### src/hw/sscp_pkg.sv
// Constants and types for the sweep/sequence control port.
// Assumes one clock domain; all pins are taken as synchronous inputs.
package sscp_pkg;
   localparam int unsigned IN_W    = 4;
   localparam int unsigned CODE_W  = 4;
   localparam int unsigned STEP_W  = 4;
   // Input pin order within the control bus
   localparam int unsigned BIT_EVT  = 0;
   localparam int unsigned BIT_HOLD = 1;
   localparam int unsigned BIT_STOP = 2;
   localparam int unsigned BIT_STRT = 3;
   // Idle level of the active-low pins (pulled up)
   localparam logic [3:0] IN_IDLE   = 4'hF;
   localparam logic [3:0] CODE_RST  = 4'h0;
   localparam logic [3:0] STEP_FIRST = 4'h0;

   typedef enum logic [1:0] {
      SSCP_FUNC_SWEEP,
      SSCP_FUNC_SEQ,
      SSCP_FUNC_GPIO
   } sscp_func_t;

   typedef enum logic [1:0] {
      SSCP_IDLE,
      SSCP_RUN,
      SSCP_HOLD
   } sscp_run_t;
endpackage

### src/hw/sscp_port.sv
// Control port logic: sweep and sequence commands, step code, GPIO.
// Assumes the sweep/sequence engines consume one-cycle command pulses.
`timescale 1ns/1ns

// Operation
// - Sweep mode: start falling edge restarts sweep from beginning.
// - Start pin is ORed with the external trigger.
// - Sweep mode: stop falling edge stops the sweep.
// - Sweep mode: hold falling edge while running freezes the sweep.
// - Sweep mode: hold falling edge while held resumes the sweep.
// - Sequence mode accepts start/branch, stop, hold/resume, event inputs.
// - Start pin acts as sequence start or state branch, not both.
// - As start, falling edge starts sequence at first step.
// - As state branch, low at step end jumps to destination.
// - Sequence mode: stop falling edge stops the sequence.
// - Sequence mode: hold falling edge pauses the sequence.
// - While paused, a rising hold edge resumes the sequence.
// - Event falling edge jumps at once to the step destination.
// - Step code of the current step drives the four outputs.
// - Step code bit 0 is LSB, bit 3 is MSB.
// - GPIO mode: inputs readable, outputs writable by remote control.
// - External trigger has selectable active polarity.
module sscp_port (
   input  wire logic                        mclk,
   input  wire logic                        sys_rst,
   input  wire logic                        clkEn,
   input  wire logic [1:0]                  funcSel,
   input  wire logic                        ctrlInEnable,
   input  wire logic                        startAsBranch,
   input  wire logic                        trigActiveHigh,
   input  wire logic                        extTrig,
   input  wire logic [sscp_pkg::IN_W-1:0]   ctrlIn_n,
   input  wire logic                        stepEnd,
   input  wire logic [sscp_pkg::STEP_W-1:0] curStep,
   input  wire logic [sscp_pkg::CODE_W-1:0] curStepCode,
   input  wire logic [sscp_pkg::STEP_W-1:0] curStepDest,
   input  wire logic [sscp_pkg::CODE_W-1:0] gpOutWrite,
   input  wire logic                        gpOutWriteStb,
   output logic      [sscp_pkg::IN_W-1:0]   gpInRead,
   output logic      [sscp_pkg::CODE_W-1:0] stepCodeOut,
   output logic                             sweepStart,
   output logic                             sweepStop,
   output logic                             sweepHold,
   output logic                             sweepResume,
   output logic                             seqStart,
   output logic                             seqStop,
   output logic                             seqHold,
   output logic                             seqResume,
   output logic                             seqJump,
   output logic      [sscp_pkg::STEP_W-1:0] seqJumpStep,
   output logic      [1:0]                  runState
);
   typedef struct packed {
      sscp_pkg::sscp_run_t           run;
      logic                          trigPrev;
      logic [sscp_pkg::CODE_W-1:0]   code;
      logic [sscp_pkg::CODE_W-1:0]   gpOut;
      logic [sscp_pkg::IN_W-1:0]     gpIn;
      logic [sscp_pkg::STEP_W-1:0]   jumpStep;
      logic [8:0]                    pulses;
   } sscp_st_t;

   sscp_st_t st_ff;
   sscp_st_t nxt_st;

   logic [sscp_pkg::IN_W-1:0] lvl;
   logic [sscp_pkg::IN_W-1:0] fall;
   logic [sscp_pkg::IN_W-1:0] rise;

   sscp_edge_det u_edge (
      .mclk      (mclk),
      .sys_rst   (sys_rst),
      .clkEn     (clkEn),
      .pinIn     (ctrlIn_n),
      .level     (lvl),
      .fallPulse (fall),
      .risePulse (rise)
   );

   logic trigActive;
   logic trigEdge;
   logic isSweep;
   logic isSeq;
   logic startFall;
   logic stopFall;
   logic holdFall;
   logic holdRise;
   logic evtFall;

   assign trigActive = trigActiveHigh ? extTrig : ~extTrig;

   always_comb begin
      isSweep   = (funcSel == 2'(sscp_pkg::SSCP_FUNC_SWEEP));
      isSeq     = (funcSel == 2'(sscp_pkg::SSCP_FUNC_SEQ));
      trigEdge  = clkEn & trigActive & ~st_ff.trigPrev;
      startFall = ctrlInEnable & fall[sscp_pkg::BIT_STRT];
      stopFall  = ctrlInEnable & fall[sscp_pkg::BIT_STOP];
      holdFall  = ctrlInEnable & fall[sscp_pkg::BIT_HOLD];
      holdRise  = ctrlInEnable & rise[sscp_pkg::BIT_HOLD];
      evtFall   = ctrlInEnable & fall[sscp_pkg::BIT_EVT];
   end

   always_comb begin
      nxt_st          = st_ff;
      nxt_st.pulses   = '0;
      nxt_st.trigPrev = trigActive;
      nxt_st.gpIn     = lvl;
      if (gpOutWriteStb) begin
         nxt_st.gpOut = gpOutWrite;
      end
      if (isSweep) begin
         if (startFall | trigEdge) begin
            nxt_st.pulses[0] = 1'b1;
            nxt_st.run       = sscp_pkg::SSCP_RUN;
         end else if (stopFall) begin
            nxt_st.pulses[1] = 1'b1;
            nxt_st.run       = sscp_pkg::SSCP_IDLE;
         end else if (holdFall) begin
            unique case (st_ff.run)
               sscp_pkg::SSCP_RUN: begin
                  nxt_st.pulses[2] = 1'b1;
                  nxt_st.run       = sscp_pkg::SSCP_HOLD;
               end
               sscp_pkg::SSCP_HOLD: begin
                  nxt_st.pulses[3] = 1'b1;
                  nxt_st.run       = sscp_pkg::SSCP_RUN;
               end
               default: ;
            endcase
         end
         nxt_st.code = sscp_pkg::CODE_RST;
      end else if (isSeq) begin
         if ((startFall & ~startAsBranch) | trigEdge) begin
            nxt_st.pulses[4] = 1'b1;
            nxt_st.jumpStep  = sscp_pkg::STEP_FIRST;
            nxt_st.run       = sscp_pkg::SSCP_RUN;
         end else if (stopFall) begin
            nxt_st.pulses[5] = 1'b1;
            nxt_st.run       = sscp_pkg::SSCP_IDLE;
         end else if (holdFall && st_ff.run == sscp_pkg::SSCP_RUN) begin
            nxt_st.pulses[6] = 1'b1;
            nxt_st.run       = sscp_pkg::SSCP_HOLD;
         end else if (holdRise && st_ff.run == sscp_pkg::SSCP_HOLD) begin
            nxt_st.pulses[7] = 1'b1;
            nxt_st.run       = sscp_pkg::SSCP_RUN;
         end else if (evtFall && st_ff.run != sscp_pkg::SSCP_IDLE) begin
            nxt_st.pulses[8] = 1'b1;
            nxt_st.jumpStep  = curStepDest;
         end else if (startAsBranch && ctrlInEnable && stepEnd &&
                      !lvl[sscp_pkg::BIT_STRT] &&
                      st_ff.run == sscp_pkg::SSCP_RUN) begin
            nxt_st.pulses[8] = 1'b1;
            nxt_st.jumpStep  = curStepDest;
         end
         nxt_st.code = (st_ff.run == sscp_pkg::SSCP_IDLE) ?
                       sscp_pkg::CODE_RST : curStepCode;
      end else begin
         nxt_st.run  = sscp_pkg::SSCP_IDLE;
         nxt_st.code = st_ff.gpOut;
      end
   end

   always_ff @(posedge mclk) begin
      if (sys_rst) begin
         st_ff <= '{sscp_pkg::SSCP_IDLE, 1'b0, sscp_pkg::CODE_RST,
                    sscp_pkg::CODE_RST, sscp_pkg::IN_IDLE,
                    sscp_pkg::STEP_FIRST, 9'h000};
      end else if (clkEn) begin
         st_ff <= nxt_st;
      end
   end

   // Pulses last one enabled cycle
   assign sweepStart  = clkEn & st_ff.pulses[0];
   assign sweepStop   = clkEn & st_ff.pulses[1];
   assign sweepHold   = clkEn & st_ff.pulses[2];
   assign sweepResume = clkEn & st_ff.pulses[3];
   assign seqStart    = clkEn & st_ff.pulses[4];
   assign seqStop     = clkEn & st_ff.pulses[5];
   assign seqHold     = clkEn & st_ff.pulses[6];
   assign seqResume   = clkEn & st_ff.pulses[7];
   assign seqJump     = clkEn & st_ff.pulses[8];
   assign seqJumpStep = st_ff.jumpStep;
   assign stepCodeOut = st_ff.code;
   assign gpInRead    = st_ff.gpIn;
   assign runState    = st_ff.run;
endmodule

### src/hw/sscp_edge_det.sv
// Synchroniser and edge detector for the active-low control pins.
// Assumes inputs synchronous to mclk as a baseline; two stages are kept.
`timescale 1ns/1ns
module sscp_edge_det (
   input  wire logic                      mclk,
   input  wire logic                      sys_rst,
   input  wire logic                      clkEn,
   input  wire logic [sscp_pkg::IN_W-1:0] pinIn,
   output logic      [sscp_pkg::IN_W-1:0] level,
   output logic      [sscp_pkg::IN_W-1:0] fallPulse,
   output logic      [sscp_pkg::IN_W-1:0] risePulse
);
   typedef struct packed {
      logic [sscp_pkg::IN_W-1:0] meta;
      logic [sscp_pkg::IN_W-1:0] sync;
      logic [sscp_pkg::IN_W-1:0] prev;
   } sscp_ed_t;

   sscp_ed_t st_ff;
   sscp_ed_t nxt_st;

   always_comb begin
      nxt_st      = st_ff;
      nxt_st.meta = pinIn;
      nxt_st.sync = st_ff.meta;
      nxt_st.prev = st_ff.sync;
   end

   always_ff @(posedge mclk) begin
      if (sys_rst) begin
         st_ff <= '{sscp_pkg::IN_IDLE, sscp_pkg::IN_IDLE,
                    sscp_pkg::IN_IDLE};
      end else if (clkEn) begin
         st_ff <= nxt_st;
      end
   end

   genvar i;
   generate
      for (i = 0; i < sscp_pkg::IN_W; i++) begin : g_edge
         assign level[i]     = st_ff.sync[i];
         assign fallPulse[i] = clkEn & st_ff.prev[i] & ~st_ff.sync[i];
         assign risePulse[i] = clkEn & ~st_ff.prev[i] & st_ff.sync[i];
      end
   endgenerate
endmodule

### config.mk
export PLATFORM = sky130hd
export DESIGN_NAME = sscp_port
export DESIGN_NICKNAME = d
export VERILOG_FILES = /design/src/hw/sscp_pkg.sv /design/src/hw/sscp_port.sv /design/src/hw/sscp_edge_det.sv
export SDC_FILE = /design/constraint.sdc
export NUM_CORES = 1
export LEC_CHECK = 0
export ABC_AREA = 1
export BUFFER_PORTS_ARGS = -buffer_cell sky130_fd_sc_hd__buf_2
export CORE_MARGIN = 2
export CORE_UTILIZATION = 46
export CTS_CLUSTER_DIAMETER = 80
export DETAILED_ROUTE_END_ITERATION = 8
export GPL_TIMING_DRIVEN = 0
export MAX_ROUTING_LAYER = met4
export PLACE_DENSITY_LB_ADDON = 0.05
export SYNTH_ARGS = -nofsm -noshare
export SYNTH_HDL_FRONTEND = slang
export SYNTH_SLANG_ARGS = --single-unit
### constraint.sdc
create_clock -name mclk -period 1.3 [get_ports mclk]
set_clock_uncertainty 0.2 [all_clocks]
set_input_delay 0.325 -clock mclk [delete_from_list [all_inputs] [get_ports mclk]]
set_output_delay 0.325 -clock mclk [all_outputs]
set_load 0.03 [all_outputs]
==> impl_metrics.json <==
{
  "top_layer_used": "met4",
  "synth.distinct_cells": 25,
  "rsz0062_at_grt": "true",
  "hold_depth": 3,
  "status": "finished with violations",
  "ys.warnings.count": 0,
  "synth-edff-count": 0,
  "synth_seq_cells": 36,
  "crit_family": "simple AND/OR/NAND/NOR gates",
  "drt_iter0_markers": 72,
  "ant_nets": 0,
  "crit_slowest_cell": "dfxtp_4",
  "die_area_um2": 4420,
  "synth_top_area_frac": 0.402,
  "end_kind": "flip-flop",
  "instances_no_fill": 379,
  "yosysTopAreaCell": "dfxtp_1",
  "path_buf_inv": 2,
  "initial_utilization": 0.483,
  "portBuffers": 48,
  "drc_errors": 0,
  "worst_slack_ns": -0.262,
  "finalSetupViolCount": 32,
  "clock_sinks": 36,
  "hold_viol": 0,
  "hold_buffers": 0,
  "finalNetCount": 361,
  "synth_most_common_cell": "nand2_1",
  "vias": 1930,
  "startpoint_type": "flip-flop",
  "place_inst": 360,
  "cpMostUsedCell": "nand2_1",
  "wl_met3_um": 247,
  "syn_area_um2": 1790,
  "seq_area_frac_synth": 0.402,
  "core_um2": 3720,
  "syn_nets": 295,
  "crit_type": "reg -> reg",
  "wl_met2_um": 2560,
  "hold_class": "in -> reg",
  "tritoncts": "built",
  "cts_root_buf": "clkbuf_8",
  "rr_worst_depth": 10,
  "overflow": 0,
  "synth-main-ff-cell": "dfxtp_1",
  "tns_ns": -4.38,
  "first_global_vias": 1722,
  "r2r_start": "runState[1]",
  "crit_arrival_ns": 1.53,
  "path_cells": "inv_4 -> nand2_4 -> inv_2 -> nand4_1 -> nand2_1 -> nand3_4 -> nand2_4 -> nand2_1 -> nand2_1 -> nor2_1",
  "n_fill_cell": 280,
  "required_ns": 1.26,
  "drive_gt1_frac": 0.517,
  "p_total_mw": 2.91,
  "clockBufferDepth": 2,
  "p_leak_nw": 1.39,
  "violations": "negative setup slack",
  "drt_wl_total_um": 5010,
  "path_clk_slew_ns": 0.07,
  "clock.fmax_ghz": 0.640,
  "whs_endpoint": "u_edge.nxt_st[6]",
  "stdcell_area_um2": 2850,
  "synth_area_leaders": "dfxtp_1, nand2_1, nor2_1, buf_4, a21oi_1",
  "place_ws_ns": -0.457,
  "place_area_um2": 2160,
  "io_pins": 54,
  "tightest_slew_ns": 0.425,
  "grt_max_degree": 12,
  "async_flop_share": 0,
  "min_from": "ctrlIn_n[2]",
  "die_h_um": 66.5,
  "dp_hpwl_um": 3100,
  "relSlewSlack": 0.716,
  "diodes": 0,
  "rows": 22,
  "maxCapViolations": 0,
  "worstPathMaxFanout": 6,
  "syn_to_final_growth_pct": 59.0,
  "antenna_found_initial": 0,
  "place_congestion": 0.892,
  "timing.final.crit_share": 1.20,
  "grt_pass1_wl_um": 7670,
  "viasPerCell": 5.09,
  "insertion_delay_ns": 0.29,
  "r2r_end": "seqJumpStep[2]",
  "power_density_nw_per_um2": 1020,
  "irDropWorstVdd_v": 0.000637,
  "grtUsageTotal": 0.236,
  "post_drt_wl_per_cell_um": 13.2,
  "postSynthAreaPerCell_um2": 6.80,
  "reg2reg_slack_ns": -0.26,
  "drtPass1Iterations": 5,
  "cp_slowest_stage_delay_ns": 0.36,
  "syn_inst": 264,
  "die_w_um": 66.5,
  "drt-met1-wl_um": 2070,
  "h-tree-depth": 2,
  "period_needed_ns": 1.56,
  "synth_common_cells": "nand2_1, dfxtp_1, nor2_1",
  "drv_slew": 0,
  "cts_buffers": 5
}
==> kinds of logic after synthesis <==
kind of cell / count (synthesis) / synth area share
simple gates: 135 / 0.335
compound gates: 39 / 0.119
buf+inv: 54 / 0.144
flops: 36 / 0.402
==> how the worst max path moves through the flow <==
| stage | start | endpoint | slack, ns | cells past startpoint |
|---|---|---|---|---|
| 6_report | runState[1] | seqJumpStep[2] | -0.26 | 10 |
| 5_1_grt | runState[1] | seqJumpStep[3] | -0.36 | 9 |
| 4_1_cts | runState[1] | seqJumpStep[2] | -0.25 | 10 |
| 3_5_place_dp | clkEn | seqJumpStep[1] | -0.46 | 9 |
| 3_3_place_gp | clkEn | seqJumpStep[1] | -0.46 | 9 |
| 2_1_floorplan | runState[0] | seqJumpStep[2] | -0.04 | 9 |
==> worst reg2reg max path: stages, from the launching register on <==
cell	delay [ns]
dfxtp_4	0.36
inv_4	0.09
nand2_4	0.05
inv_2	0.06
nand4_1	0.17
nand2_1	0.16
nand3_4	0.11
nand2_4	0.10
nand2_1	0.05
nand2_1	0.05
nor2_1	0.04
==> cell usage in the layout (no fill, tap or decap), drive strengths merged <==
cell    count
a21oi      21
nand3b      3
a211o       2
nor2       34
dfxtp      36
buf        77
nand3      20
nand2      71
a22oi       1
inv        30
clkbuf     12
nand4       7
o21ai      13
clkinv      1
o211ai      2
bufinv      1
==> what timing repair did <==
| item | 4_1_cts | 5_1_grt |
|---|---|---|
| cloned | 1 | 0 |
| buffers inserted | 8 | 8 |
| resized for setup | 97 | 57 |
| pin swaps | 5 | 12 |
| setup endpoints to repair | 43 | 53 |
==> power breakdown <==
group | total (mW) | internal (mW) | switching, mW
registers | 1.20 | 1.16 | 0.0447
logic | 0.628 | 0.293 | 0.335
clock network | 1.08 | 0.677 | 0.401
==> final cells by class <==
| type | count | area (um^2) | area share |
|---|---|---|---|
| Buffer | 18 | 183 | 0.0640 |
| Clock buffer | 7 | 96.3 | 0.0338 |
| Clock inverter | 1 | 30.0 | 0.0105 |
| Inverter | 31 | 136 | 0.0478 |
| Multi-Input combinational cell | 174 | 1010 | 0.354 |
| Sequential cell | 36 | 759 | 0.266 |
| Tap cell | 48 | 60.1 | 0.0211 |
| Timing Repair Buffer | 64 | 579 | 0.203 |
==> metal layers <==
metal / vias to the layer above / GRT usage
met4: 0 / 0.102
met5: - / -
met3: 16 / 0.0355
met2: 62 / 0.404
met1: 894 / 0.276
li1: 958 / -
==> sequential cells by signal, indices dropped and copies added (netlist names) <==
| signal | flops |
|---|---|
| runState | 2 |
| st_ff | 14 |
| u_edge.nxt_st | 4 |
| u_edge.st_ff | 4 |
| u_edge.level | 4 |
| stepCodeOut | 4 |
| seqJumpStep | 4 |
==> metrics by stage <==
stage,hold WS [ns],utilization
floorplan,0.229,-
global placement,0.240,0.580
detailed placement,0.242,0.580
CTS,0.0351,0.720
global route,0.0588,0.768
finish,0.0389,0.768
No activity file was read; power rests on OpenSTA's default activity.
